## src/verilog/afc_pkg.sv

```systemverilog
// Package for the analog front-end control block.
// Assumes a single 100 MHz core clock and an active-low asynchronous reset.
package afc_pkg;
  localparam int unsigned CLK_PERIOD_NS = 10;
  localparam int unsigned DAC_W = 8;
  localparam int unsigned SEL_W = 3;
  localparam int unsigned CTRL_W = 8;
  // Positions of the control bits in the first analog control register.
  localparam int unsigned REG_ON_POS = 1;
  localparam int unsigned BIAS_EN_POS = 3;
  localparam int unsigned SRC_EN_POS = 4;
  localparam int unsigned PULLDN_POS = 5;
  localparam int unsigned DAC_ROUTE_POS = 6;
  localparam logic [CTRL_W-1:0] CTRL_RST = 8'h00;
  localparam logic [SEL_W-1:0] SEL_RST = 3'h0;
  localparam logic [DAC_W-1:0] DAC_RST = 8'h00;
  // Comparator input selections.
  localparam logic [SEL_W-1:0] SEL_IN_X = 3'h0;
  localparam logic [SEL_W-1:0] SEL_IN_Y = 3'h1;
  localparam logic [SEL_W-1:0] SEL_IN_Z = 3'h2;
  typedef enum logic [1:0] {
    AFC_RUN = 2'b00,
    AFC_IDLE = 2'b01
  } afc_mode_t;
endpackage : afc_pkg

```

## src/verilog/afc_clk_if.sv

```systemverilog
// Interface between the clock divider and the control core.
// Assumes both ends run on the same core clock.
`timescale 1ns/1ps
interface afc_clk_if;
  logic tick;
  modport src (output tick);
  modport dst (input tick);
endinterface : afc_clk_if

```

## src/verilog/afc_clk_div.sv

```systemverilog
// Divide-by-two stage for the oscillator input.
// Assumes the oscillator input is already synchronised to clock_i.
`timescale 1ns/1ps
module afc_clk_div (
  // Clock and reset
  input wire logic clock_i,
  input wire logic arst_n_i,
  // Oscillator level and divided tick
  input wire logic osc_i,
  afc_clk_if.src tick_if
);
  logic osc_d_r, osc_d_nxt;
  logic half_r, half_nxt;
  logic tick_r, tick_nxt;
  always_comb begin
    osc_d_nxt = osc_i;
    half_nxt = half_r;
    tick_nxt = 1'b0;
    if (osc_i && !osc_d_r) begin
      half_nxt = ~half_r;
      tick_nxt = half_r;
    end
  end
  always_ff @(posedge clock_i or negedge arst_n_i) begin
    if (!arst_n_i) begin
      osc_d_r <= 1'b0;
      half_r <= 1'b0;
      tick_r <= 1'b0;
    end else begin
      osc_d_r <= osc_d_nxt;
      half_r <= half_nxt;
      tick_r <= tick_nxt;
    end
  end
  assign tick_if.tick = tick_r;
endmodule : afc_clk_div

```

## src/verilog/afc_top.sv

```systemverilog
// Control core of the analog section with idle-mode handling.
// Assumes control fields come from processor logic on clock_i; pins are asynchronous.
`timescale 1ns/1ps
// Notes on behaviour
// RULE1: Regulator on bit switches the regulator that feeds supply pin and DAC.
// RULE2: Bias and source enable bits connect regulator output to their pins.
// RULE3: The 8-bit DAC code always drives the fixed DAC output.
// RULE4: Switched DAC output carries the DAC only while the route bit is set.
// RULE5: Three-bit select picks one of three comparator inputs; bandgap on negative.
// RULE6: Comparator output may trigger capture on counter module four.
// RULE7: Pulldown bit enables the low-impedance ramp pulldown.
// RULE8: Idle stops the processor; timers and interrupts run; DAC is disabled.
// RULE9: Processor state, RAM and registers are kept through idle.
// RULE10: Enabled interrupt or hardware reset ends idle.
// RULE11: Firmware waits for analog references to settle before DAC conversions.
// RULE12: Oscillator input passes a divide-by-two stage before internal clocks.
// RULE13: All analog control bits and the select field clear on reset.
module afc_top (
  // Clock and reset
  input wire logic clock_i,
  input wire logic arst_n_i,
  // Oscillator pin
  input wire logic crystal_input_i,
  // Register writes from the processor
  input wire logic ctrl_first_we_i,
  input wire logic [afc_pkg::CTRL_W-1:0] ctrl_first_wdata_i,
  input wire logic ctrl_second_we_i,
  input wire logic [afc_pkg::SEL_W-1:0] ctrl_second_wdata_i,
  input wire logic dac_we_i,
  input wire logic [afc_pkg::DAC_W-1:0] dac_wdata_i,
  // Power control
  input wire logic idle_req_i,
  input wire logic irq_pending_i,
  // Comparator
  input wire logic comp_raw_i,
  input wire logic capture_sel_i,
  // Analog switch controls
  output logic regulator_on_o,
  output logic bias_supply_pin_en_o,
  output logic source_supply_pin_en_o,
  output logic ramp_pulldown_pin_en_o,
  output logic [afc_pkg::DAC_W-1:0] fixed_dac_output_pin_o,
  output logic switched_dac_output_pin_en_o,
  output logic dac_enable_o,
  output logic [afc_pkg::SEL_W-1:0] comparator_input_select_o,
  // Core status
  output logic cpu_clk_en_o,
  output logic periph_clk_en_o,
  output logic idle_o,
  output logic irq_wake_o,
  output logic capture_trig_o,
  output logic [afc_pkg::CTRL_W-1:0] analog_control_first_o,
  output logic [afc_pkg::SEL_W-1:0] analog_control_second_o
);
  afc_clk_if tick_if ();
  logic osc_s1_r, osc_s2_r;
  logic comp_s1_r, comp_s2_r;
  always_ff @(posedge clock_i or negedge arst_n_i) begin
    if (!arst_n_i) begin
      osc_s1_r <= 1'b0;
      osc_s2_r <= 1'b0;
      comp_s1_r <= 1'b0;
      comp_s2_r <= 1'b0;
    end else begin
      osc_s1_r <= crystal_input_i;
      osc_s2_r <= osc_s1_r;
      comp_s1_r <= comp_raw_i;
      comp_s2_r <= comp_s1_r;
    end
  end

  afc_clk_div u_div (
    .clock_i(clock_i),
    .arst_n_i(arst_n_i),
    .osc_i(osc_s2_r),
    .tick_if(tick_if.src)
  );

  logic [afc_pkg::CTRL_W-1:0] ctrl_first_r, ctrl_first_nxt;
  logic [afc_pkg::SEL_W-1:0] ctrl_second_r, ctrl_second_nxt;
  logic [afc_pkg::DAC_W-1:0] dac_r, dac_nxt;
  afc_pkg::afc_mode_t mode_r, mode_nxt;
  logic cpu_en_r, cpu_en_nxt;
  logic per_en_r, per_en_nxt;
  logic wake_r, wake_nxt;
  logic cap_r, cap_nxt;
  logic tick;
  assign tick = tick_if.tick;

  always_comb begin
    ctrl_first_nxt = ctrl_first_r;
    ctrl_second_nxt = ctrl_second_r;
    dac_nxt = dac_r;
    mode_nxt = mode_r;
    wake_nxt = 1'b0;
    // Writes are only accepted while the processor runs; idle keeps every register.
    if (mode_r == afc_pkg::AFC_RUN) begin // RULE9
      if (ctrl_first_we_i) begin
        ctrl_first_nxt = ctrl_first_wdata_i;
      end
      if (ctrl_second_we_i) begin
        ctrl_second_nxt = ctrl_second_wdata_i;
      end
      if (dac_we_i) begin
        dac_nxt = dac_wdata_i;
      end
    end
    case (mode_r)
      afc_pkg::AFC_RUN: begin
        if (idle_req_i && !irq_pending_i) begin
          mode_nxt = afc_pkg::AFC_IDLE; // RULE8
        end
      end
      afc_pkg::AFC_IDLE: begin
        if (irq_pending_i) begin
          mode_nxt = afc_pkg::AFC_RUN; // RULE10
          wake_nxt = 1'b1;
        end
      end
      default: begin
        mode_nxt = afc_pkg::AFC_RUN;
      end
    endcase
    cpu_en_nxt = tick && (mode_nxt == afc_pkg::AFC_RUN); // RULE8 RULE12
    per_en_nxt = tick; // RULE12
    cap_nxt = capture_sel_i && comp_s2_r && per_en_r; // RULE6
  end

  always_ff @(posedge clock_i or negedge arst_n_i) begin
    if (!arst_n_i) begin
      ctrl_first_r <= afc_pkg::CTRL_RST; // RULE13
      ctrl_second_r <= afc_pkg::SEL_RST; // RULE13
      dac_r <= afc_pkg::DAC_RST;
      mode_r <= afc_pkg::AFC_RUN; // RULE10
      cpu_en_r <= 1'b0;
      per_en_r <= 1'b0;
      wake_r <= 1'b0;
      cap_r <= 1'b0;
    end else begin
      ctrl_first_r <= ctrl_first_nxt;
      ctrl_second_r <= ctrl_second_nxt;
      dac_r <= dac_nxt;
      mode_r <= mode_nxt;
      cpu_en_r <= cpu_en_nxt;
      per_en_r <= per_en_nxt;
      wake_r <= wake_nxt;
      cap_r <= cap_nxt;
    end
  end

  // Output registers, one cycle behind the control state.
  logic reg_on_r, bias_r, src_r, pd_r, route_r, dac_en_r;
  logic [afc_pkg::DAC_W-1:0] dac_out_r;
  logic [afc_pkg::SEL_W-1:0] sel_out_r;
  logic idle_r;
  logic reg_on_nxt, bias_nxt, src_nxt, pd_nxt, route_nxt, dac_en_nxt;
  logic [afc_pkg::DAC_W-1:0] dac_out_nxt;
  logic [afc_pkg::SEL_W-1:0] sel_out_nxt;
  logic idle_nxt;
  always_comb begin
    reg_on_nxt = ctrl_first_r[afc_pkg::REG_ON_POS]; // RULE1
    bias_nxt = reg_on_nxt && ctrl_first_r[afc_pkg::BIAS_EN_POS]; // RULE2
    src_nxt = reg_on_nxt && ctrl_first_r[afc_pkg::SRC_EN_POS]; // RULE2
    pd_nxt = ctrl_first_r[afc_pkg::PULLDN_POS]; // RULE7
    idle_nxt = (mode_r == afc_pkg::AFC_IDLE);
    dac_en_nxt = reg_on_nxt && !idle_nxt; // RULE1 RULE8
    route_nxt = ctrl_first_r[afc_pkg::DAC_ROUTE_POS] && dac_en_nxt; // RULE4
    dac_out_nxt = dac_r; // RULE3
    // Only the three documented selections are passed; others fall back to the first input.
    case (ctrl_second_r)
      afc_pkg::SEL_IN_X, afc_pkg::SEL_IN_Y, afc_pkg::SEL_IN_Z: begin
        sel_out_nxt = ctrl_second_r; // RULE5
      end
      default: begin
        sel_out_nxt = afc_pkg::SEL_IN_X;
      end
    endcase
  end
  always_ff @(posedge clock_i or negedge arst_n_i) begin
    if (!arst_n_i) begin
      reg_on_r <= 1'b0;
      bias_r <= 1'b0;
      src_r <= 1'b0;
      pd_r <= 1'b0;
      route_r <= 1'b0;
      dac_en_r <= 1'b0;
      dac_out_r <= afc_pkg::DAC_RST;
      sel_out_r <= afc_pkg::SEL_RST;
      idle_r <= 1'b0;
    end else begin
      reg_on_r <= reg_on_nxt;
      bias_r <= bias_nxt;
      src_r <= src_nxt;
      pd_r <= pd_nxt;
      route_r <= route_nxt;
      dac_en_r <= dac_en_nxt;
      dac_out_r <= dac_out_nxt;
      sel_out_r <= sel_out_nxt;
      idle_r <= idle_nxt;
    end
  end

  assign regulator_on_o = reg_on_r;
  assign bias_supply_pin_en_o = bias_r;
  assign source_supply_pin_en_o = src_r;
  assign ramp_pulldown_pin_en_o = pd_r;
  assign switched_dac_output_pin_en_o = route_r;
  assign dac_enable_o = dac_en_r;
  assign fixed_dac_output_pin_o = dac_out_r;
  assign comparator_input_select_o = sel_out_r;
  assign cpu_clk_en_o = cpu_en_r;
  assign periph_clk_en_o = per_en_r;
  assign idle_o = idle_r;
  assign irq_wake_o = wake_r;
  assign capture_trig_o = cap_r;
  assign analog_control_first_o = ctrl_first_r;
  assign analog_control_second_o = ctrl_second_r;
endmodule : afc_top

```

## config.mk

```make
export PLATFORM = sky130hd
export DESIGN_NAME = afc_top
export DESIGN_NICKNAME = d
export VERILOG_FILES = /design/src/verilog/afc_pkg.sv /design/src/verilog/afc_clk_if.sv /design/src/verilog/afc_clk_div.sv /design/src/verilog/afc_top.sv
export SDC_FILE = /design/constraint.sdc
export NUM_CORES = 1
export LEC_CHECK = 0
export ABC_AREA = 1
export BUFFER_PORTS_ARGS = -buffer_cell sky130_fd_sc_hd__buf_4
export CAP_MARGIN = 20
export CORE_UTILIZATION = 30
export CTS_BUF_LIST = sky130_fd_sc_hd__clkbuf_8
export DETAILED_ROUTE_END_ITERATION = 8
export PLACE_DENSITY_LB_ADDON = 0.05
export SKIP_CTS_REPAIR_TIMING = 1
export SLEW_MARGIN = 25
export SYNTH_ARGS = -nofsm -noshare
export SYNTH_HDL_FRONTEND = slang
export SYNTH_HIERARCHICAL = 1
export SYNTH_SLANG_ARGS = --single-unit
```

## constraint.sdc

```tcl
create_clock -name clock_i -period 1.8 [get_ports clock_i]
set_input_delay 0.09 -clock clock_i [delete_from_list [all_inputs] [get_ports clock_i]]
set_output_delay 0.09 -clock clock_i [all_outputs]
set_load 0.01 [all_outputs]
```

==> results of run 1 <==
==> area by class of cell <==
type | instances | area [sq um] | area share
timing repair buffer | 65 | 495 | 0.213
tap | 70 | 87.6 | 0.0377
sequential | 50 | 1250 | 0.538
multi-input combinational | 82 | 365 | 0.157
inverter | 9 | 33.8 | 0.0145
clock buffer | 6 | 82.6 | 0.0355
clock inverter | 2 | 8.76 | 0.00377
==> logic make-up after synthesis <==
family                 after synthesis  synth area share
AO/OA/AOI/OAI                        1           0.00447
buffers and inverters               13            0.0395
flip-flops                          50             0.745
other                                1           0.00223
AND/OR/NAND/NOR                     79             0.209
==> registers in the layout, indices dropped and copies added (netlist names), 2 cells and up <==
name	count
analog_control_first_o	8
dac_out_nxt	8
fixed_dac_output_pin_o	8
analog_control_second_o	3
comparator_input_select_o	3
mode_r	2
==> worst register-to-register path, delay by kind of cell (launching register included) <==
family,cells,cell delay (ns)
flops,1,0.44
simple gates,4,0.75
==> cell usage after synthesis <==
library cell,instances
and3_1,1
and2_1,1
nor3_1,2
nand2_4,1
nand2_2,1
buf_6,2
a21boi_0,1
dfrtp_1,50
nand3_1,20
nor2_1,5
inv_1,9
nand2_1,46
buf_2,2
nor2_4,1
conb_1,1
nor3b_1,1
==> per-stage QoR <==
stage / utilization / hold slack [ns] / instances / area, sq um / setup WS (ns)
floorplan: - / -0.206 / 145 / 1680 / 0.853
global placement: 0.421 / 0.137 / 273 / 2200 / 0.551
detailed placement: 0.421 / 0.155 / 273 / 2200 / 0.514
CTS: 0.438 / -0.178 / 281 / 2290 / 0.487
global route: 0.444 / 0.00747 / 284 / 2320 / 0.357
finish: 0.444 / 0.0192 / 284 / 2320 / 0.512
==> power groups by stage <==
stage,Clock [W],Combinational [W],Sequential (W)
floorplan,0,0.000106,0.00138
global placement,0,0.000377,0.00135
detailed placement,0,0.000383,0.00135
CTS,0.000681,0.000384,0.00133
global route,0.000727,0.000421,0.00134
finish,0.000646,0.000380,0.00132
==> metal layers <==
metal | vias to the layer above | GRT usage | share of wire
met5 | - | 0 | 0
met4 | 0 | 0.0519 | 0.013
met3 | 4 | 0.0452 | 0.075
li1 | 586 | - | -
met1 | 533 | 0.131 | 0.43
met2 | 49 | 0.202 | 0.48
==> worst min-delay path by stage <==
stage / slack, ns / depth (start not counted) / from / to
after floorplan: -0.21 / 0 / arst_n_i / analog_control_first_o[0]$_DFFE_PN0P_
after global placement: 0.14 / 1 / arst_n_i / capture_trig_o$_DFF_PN0_
after detailed placement: 0.15 / 1 / arst_n_i / comp_s2_r$_DFF_PN0_
after CTS: -0.18 / 1 / arst_n_i / comp_s2_r$_DFF_PN0_
after global routing: 0.007 / 3 / dac_wdata_i[0] / dac_out_nxt[0]$_DFFE_PN0P_
final: 0.02 / 3 / dac_wdata_i[4] / dac_out_nxt[4]$_DFFE_PN0P_
==> results.yml, run 1 <==
final_layout:
  fillCellCount: 520
  area_growth_pct: 38.5
  layout.nets: 242
  layout-drive-gt1-share: 0.336
  final_common_cell: "buf_4"
  mostFrequentLayoutCells: "buf_4 (62), dfrtp_1 (50), nand2_1 (46), nand3_1 (20), inv_1 (10)"
  diodes: 0
place:
  gp_congestion: 0.704
  io_buffers: 61
  dp_hpwl_microns: 2210
worst_hold_path:
  hold_class: "input port to register"
sta:
  fmax_ghz: 0.777
  finClkSkew_ns: 0.00560
  slew_violations: 0
  hold_viol: 0
  rsz0062_at_grt: "no"
  layout_min_cycle_time_ns: 1.29
  setup_violations: 0
  relSlewSlack: 0.586
  fin_setup_tns_ns: 0
  min_period_over_period: 0.715
  tightest_slew_ns: 0.621
yosys:
  syn_area_sq_um: 1680
  netlist_instances: 144
  synthDistinctLibCells: 16
  yosys.area.top_type: "dfrtp_1"
  synth_area_per_cell_sq_um: 11.7
  ys_ff_latch: 50
  synth_top_area_frac: 0.745
  synth_area_leaders: "dfrtp_1 (75%), nand2_1 (10%), nand3_1 (6.0%)"
  yosysWarnings: 6
  ys_seq_area_frac: 0.745
routing:
  routedWlPerCell_microns: 11.1
  vias_per_cell: 4.13
  drc: 0
  via_count: 1172
  postRouteAntennaNets: 0
  firstDrtPassIters: 4
  drt_iter0_drc: 25
  wl_microns: 3150
global_route:
  grt_pass1_vias: 1177
  track_usage: 0.118
  grt_overflow: 0
  grt_start_max_net_pins: 51
  antenna_found_initial: 0
  grt_pass1_wl_microns: 5350
power:
  clockPowerShare: 0.275
  switching_share: 0.253
  leakage_nw: 1.27
  power.density_nw_per_um2: 1010
  ir_drop_mv: 0.453
  seqPwrFrac: 0.563
  finalPower_w: 0.00235
  combPwrFrac: 0.162
  power_switching_w: 0.000594
  p_int_w: 0.00176
cts:
  clockBufferDepth: 2
  clk_pin_slew_ns: 0.09
  tritoncts: "yes"
  root_buffer: "clkbuf_8"
  clkLatencyLatePin_ns: 0.29
  ctsHtreeMaxLevel: 2
  clkSinkCount: 50
  cts_made_buffers: 5
flow_run:
  drv_cap: 0
setup_path:
  endpoint_kind: "register"
  setup.worst_path.class: "register to register"
  crit_cells: 4
  critical_path.cell_chain: "nor2_4 -> nand2_1 -> nand2_1 -> nand2_1"
  cpLargestDelayFamily: "simple AND/OR/NAND/NOR gates"
  critPathRequiredTime_ns: 1.99
  crit_buf_inv: 0
  worstSetupStartpoint: "mode_r[1]$_DFF_PN0_"
  timing.rr.end: "dac_out_nxt[5]$_DFFE_PN0P_"
  ff2ff_path_depth: 4
  crit_arrival_ns: 1.48
  crit_fanout: 14
  reg2reg_from: "mode_r[1]$_DFF_PN0_"
  cpMostUsedCell: "nand2_1"
  r2r_setup_slack_ns: 0.51
  startpoint_type: "register"
  endpoint: "dac_out_nxt[5]$_DFFE_PN0P_"
  critPathSlowestCell: "dfrtp_1"
  slowest_delay_ns: 0.44
floorplan:
  fp.dieH_microns: 76.8
  ios: 62
  row_count: 26
  start_util: 0.321
  core_area_sq_um: 5240
  die_area_sq_um: 5900
  fp.dieW_microns: 76.8
outcome:
  status: "complete, no violations"
Note: power is estimated with default switching activity, not from simulation.
==> run 2, diff against run 1 <==
==> constraint.sdc (replaced) <==
create_clock -name clock_i -period 1.2 [get_ports clock_i]
set_input_delay 0.06 -clock clock_i [delete_from_list [all_inputs] [get_ports clock_i]]
set_output_delay 0.06 -clock clock_i [all_outputs]
set_load 0.01 [all_outputs]
==> run 2 against run 1 <==
The run now ends with negative hold slack left. Sequential share of layout area decreased by 2.0 points. Global-route usage is 0.32 points higher. Design area is 3.9% higher. Fmax rose by 18%. Wire length grew 4.9%. Critical path depth up 1. First-iteration DRC count up 130%. Clock power rose by 49%. Die area stayed put. Sequential power rose by 51%. Critical path type unchanged. Largest cell class unchanged. Highest routed layer unchanged.
==> results.yml, run 2 (synthesized netlist as in run 1, its figures left out) <==
sta:
  fin_setup_tns_ns: 0
  rsz0062_at_grt: "no"
  fmax_ghz: 0.919
  layout_min_cycle_time_ns: 1.09
  min_period_over_period: 0.907
  setup_violations: 0
  finClkSkew_ns: 0.00369
  slew_violations: 0
  hold_viol: 5
  relSlewSlack: 0.586
  tightest_slew_ns: 0.621
  whs_ns: -0.0100
setup_path:
  slowest_delay_ns: 0.44
  ff2ff_path_depth: 5
  reg2reg_from: "mode_r[1]$_DFF_PN0_"
  critPathSlowestCell: "dfrtp_1"
  startpoint_type: "register"
  setup.worst_path.class: "register to register"
  r2r_setup_slack_ns: 0.11
  critPathRequiredTime_ns: 1.39
  cpLargestDelayFamily: "flip-flops"
  critical_path.cell_chain: "nor2_4 -> buf_4 -> nand2_4 -> nand2_1 -> nand2_1"
  crit_buf_inv: 1
  endpoint_kind: "register"
  cpMostUsedCell: "nand2_1"
  crit_fanout: 8
  timing.rr.end: "analog_control_second_o[2]$_DFFE_PN0P_"
  crit_arrival_ns: 1.28
final_layout:
  fillCellCount: 508
  area_growth_pct: 43.8
  layout.nets: 251
  diodes: 0
  final_common_cell: "buf_4"
  layout-drive-gt1-share: 0.341
  mostFrequentLayoutCells: "buf_4 (64), dfrtp_1 (50), nand2_1 (44), nand3_1 (20)"
global_route:
  track_usage: 0.122
  grt_pass1_vias: 1199
  grt_start_max_net_pins: 51
  antenna_found_initial: 0
  grt_overflow: 0
  grt_pass1_wl_microns: 5580
power:
  combPwrFrac: 0.169
  power_switching_w: 0.000898
  ir_drop_mv: 0.712
  power.density_nw_per_um2: 1470
  p_int_w: 0.00265
  leakage_nw: 1.31
  clockPowerShare: 0.272
  switching_share: 0.253
  seqPwrFrac: 0.560
routing:
  routedWlPerCell_microns: 11.3
  firstDrtPassIters: 4
  vias_per_cell: 4.19
  wl_microns: 3300
  via_count: 1229
  drt_iter0_drc: 58
  drc: 0
  postRouteAntennaNets: 0
cts:
  clk_pin_slew_ns: 0.09
  clkSinkCount: 50
  ctsHtreeMaxLevel: 2
  cts_made_buffers: 5
  tritoncts: "yes"
  clockBufferDepth: 2
  clkLatencyLatePin_ns: 0.29
  root_buffer: "clkbuf_8"
place:
  gp_congestion: 0.716
  io_buffers: 61
  dp_hpwl_microns: 2290
floorplan:
  fp.dieH_microns: 76.8
  core_area_sq_um: 5240
  fp.dieW_microns: 76.8
  die_area_sq_um: 5900
  row_count: 26
  ios: 62
  start_util: 0.321
worst_hold_path:
  hold_depth: 3
  hold_class: "input port to register"
  worstHoldStart: "dac_wdata_i[6]"
  holdPathEnd: "dac_out_nxt[6]$_DFFE_PN0P_"
outcome:
  violations: "negative hold slack"
  status: "complete, but fails checks"
flow_run:
  drv_cap: 0
-- run 2: changes by cell type in the layout (fill, tap and decap cells not counted) --
cell / delta
buf_4: +2
nand2_2: +2
dlygate4sd3_1: +7
nand2_1: -2
-- run 2: power groups by stage --
stage,combinational [W],sequential [W],clock [W]
after detailed placement,0.000581,0.00202,0
after global routing,0.000664,0.00202,0.00109
final,0.000599,0.00199,0.000964
after CTS,0.000582,0.00199,0.00101
after floorplan,0.000159,0.00207,0
after global placement,0.000574,0.00202,0
-- run 2: worst max-delay path by stage --
stage                                    from                                endpoint  slack (ns)  cells after the start
final                     mode_r[1]$_DFF_PN0_  analog_control_second_o[2]$_DFFE_PN0P_        0.11                      5
after global routing      mode_r[1]$_DFF_PN0_   analog_control_first_o[5]$_DFFE_PN0P_       0.007                      4
after CTS                 mode_r[1]$_DFF_PN0_   analog_control_first_o[4]$_DFFE_PN0P_        0.03                      4
after detailed placement  mode_r[1]$_DFF_PN0_   analog_control_first_o[4]$_DFFE_PN0P_        0.05                      4
after global placement    mode_r[1]$_DFF_PN0_   analog_control_first_o[7]$_DFFE_PN0P_        0.09                      4
after floorplan           mode_r[1]$_DFF_PN0_  analog_control_second_o[1]$_DFFE_PN0P_        0.25                      5
-- run 2: worst register-to-register path: stages (launching register included) --
cell	delay, ns
dfrtp_1	0.44
nor2_4	0.21
buf_4	0.19
nand2_4	0.05
nand2_1	0.05
nand2_1	0.05
-- run 2: routing by layer --
layer | share of wire | vias up | routed length, microns | global-route usage
li1 | - | 599 | - | -
met1 | 0.44 | 579 | 1470 | 0.152
met2 | 0.47 | 46 | 1550 | 0.193
met3 | 0.072 | 5 | 237 | 0.0405
met4 | 0.013 | 0 | 42 | 0.0481
met5 | 0 | - | 0 | 0
-- run 2: cell type report --
type / count / area [sq um] / share of cell area
Timing Repair Buffer: 74 / 581 / 0.240
Multi-Input combinational cell: 82 / 370 / 0.153
Sequential cell: 50 / 1250 / 0.518
Inverter: 9 / 33.8 / 0.0140
Clock buffer: 6 / 82.6 / 0.0342
Tap cell: 70 / 87.6 / 0.0363
Clock inverter: 2 / 8.76 / 0.00363
-- run 2: through the flow --
stage	utilization	total power [W]	cell area [sq um]	worst slack [ns]	cells
after CTS	0.441	0.00359	2310	0.0322	283
after detailed placement	0.424	0.00260	2220	0.0529	275
after global routing	0.461	0.00377	2410	0.00718	293
final	0.461	0.00355	2410	0.112	293
after floorplan	-	0.00223	1680	0.253	145
after global placement	0.424	0.00259	2220	0.0863	275
==> run 3, diff against run 2 <==
--- a/config.mk
+++ b/config.mk
@@ -8,6 +8,7 @@
 export ABC_AREA = 1
 export BUFFER_PORTS_ARGS = -buffer_cell sky130_fd_sc_hd__buf_4
 export CAP_MARGIN = 20
+export CORE_MARGIN = 5
 export CORE_UTILIZATION = 30
 export CTS_BUF_LIST = sky130_fd_sc_hd__clkbuf_8
 export DETAILED_ROUTE_END_ITERATION = 8
==> run 3 against run 2 <==
Non-clock buffer count is 3 lower. Total power is 4.7% higher. Core utilization is 2.1 points lower. The run still ends with negative hold slack left. Hold slack better by 0.0086 ns. First-iteration DRC count is 55% higher. Setup slack better by 0.018 ns. Sequential share of layout area is 0.19 points higher.
==> results.yml, run 3 (synthesized netlist as in run 1, its figures left out) <==
outcome:
  status: "complete, but fails checks"
  violations: "negative hold slack"
sta:
  whs_ns: -0.00141
  layout_min_cycle_time_ns: 1.07
  min_period_over_period: 0.892
  finClkSkew_ns: 0.00381
  rsz0062_at_grt: "no"
  setup_violations: 0
  tightest_slew_ns: 0.615
  fin_setup_tns_ns: 0
  relSlewSlack: 0.590
  slew_violations: 0
  hold_viol: 2
  fmax_ghz: 0.934
floorplan:
  ios: 62
  fp.dieW_microns: 84.8
  row_count: 27
  core_area_sq_um: 5470
  start_util: 0.307
  die_area_sq_um: 7190
  fp.dieH_microns: 84.8
cts:
  root_buffer: "clkbuf_8"
  ctsHtreeMaxLevel: 2
  clkLatencyLatePin_ns: 0.29
  cts_made_buffers: 5
  clkSinkCount: 50
  tritoncts: "yes"
  clk_pin_slew_ns: 0.09
  clockBufferDepth: 2
routing:
  drc: 0
  firstDrtPassIters: 4
  drt_iter0_drc: 90
  postRouteAntennaNets: 0
  via_count: 1197
  routedWlPerCell_microns: 12.2
  wl_microns: 3550
  vias_per_cell: 4.10
final_layout:
  layout-drive-gt1-share: 0.345
  layout.nets: 248
  area_growth_pct: 43.3
  final_util: 0.440
  diodes: 0
  final_common_cell: "buf_4"
  mostFrequentLayoutCells: "buf_4 (64), dfrtp_1 (50), nand2_1 (44), nand3_1 (20), inv_1 (10)"
global_route:
  grt_overflow: 0
  track_usage: 0.105
  grt_start_max_net_pins: 51
  grt_pass1_wl_microns: 6010
  antenna_found_initial: 0
  grt_pass1_vias: 1239
power:
  power.density_nw_per_um2: 1540
  leakage_nw: 1.30
  ir_drop_mv: 0.657
flow_run:
  drv_cap: 0
setup_path:
  setup.worst_path.class: "register to register"
  crit_fanout: 7
  startpoint_type: "register"
  crit_arrival_ns: 1.26
  critPathRequiredTime_ns: 1.39
  endpoint_kind: "register"
  r2r_setup_slack_ns: 0.13
place:
  io_buffers: 61
  gp_congestion: 0.738
  dp_hpwl_microns: 2630
worst_hold_path:
  hold_class: "input port to register"
-- run 3: routing by layer --
layer | GRT usage | up-vias | part of all wire
li1 | - | 594 | -
met1 | 0.137 | 560 | 0.43
met2 | 0.161 | 41 | 0.48
met3 | 0.0427 | 2 | 0.080
met4 | 0.0302 | 0 | 0.0068
met5 | 0 | - | 0
-- run 3: report_power, final --
group	leakage [nW]	switching, W	internal, W	total [W]
registers	0.628	0.000108	0.00188	0.00199
logic	0.618	0.000287	0.000311	0.000598
clock network	0.0556	0.000518	0.000613	0.00113
total	1.30	0.000912	0.00280	0.00372
-- run 3: path summary, 6_finish.rpt --
kind / startpoint / to / cells past startpoint
setup / recovery: mode_r[1]$_DFF_PN0_ / analog_control_second_o[0]$_DFFE_PN0P_ / 5
hold / removal: ctrl_first_wdata_i[0] / analog_control_first_o[0]$_DFFE_PN0P_ / 3
setup reg to reg: mode_r[1]$_DFF_PN0_ / analog_control_second_o[0]$_DFFE_PN0P_ / 5
hold reg to reg: osc_s1_r$_DFF_PN0_ / osc_s2_r$_DFF_PN0_ / 0
max in group asynchronous: arst_n_i / fixed_dac_output_pin_o[4]$_DFF_PN0_ / 2
min in group asynchronous: arst_n_i / regulator_on_o$_DFF_PN0_ / 2
-- run 3: area by class of cell --
class                   instances  area [sq um]
multi-input cells              82           370
flip-flops and latches         50          1250
inverters                       9          33.8
repair buffers                 71           551
clock inverters                 3          41.3
fillers                       544          3070
well taps                      72          90.1
clock buffers                   5          68.8
-- run 3: through the flow --
stage	power [W]	cells	instance area (sq um)	setup WS, ns
4_1_cts	0.00376	285	2330	0.0387
5_1_grt	0.00395	292	2410	0.0214
6_report	0.00372	292	2410	0.130
2_1_floorplan	0.00223	145	1680	0.253
3_3_place_gp	0.00261	277	2220	0.105
3_5_place_dp	0.00262	277	2220	0.0621
-- run 3: critical path: stages, from the launching register on --
cell and delay (ns):
dfrtp_1 0.44, nor2_4 0.21, buf_4 0.17, nand2_4 0.05
nand2_1 0.05, nand2_1 0.04
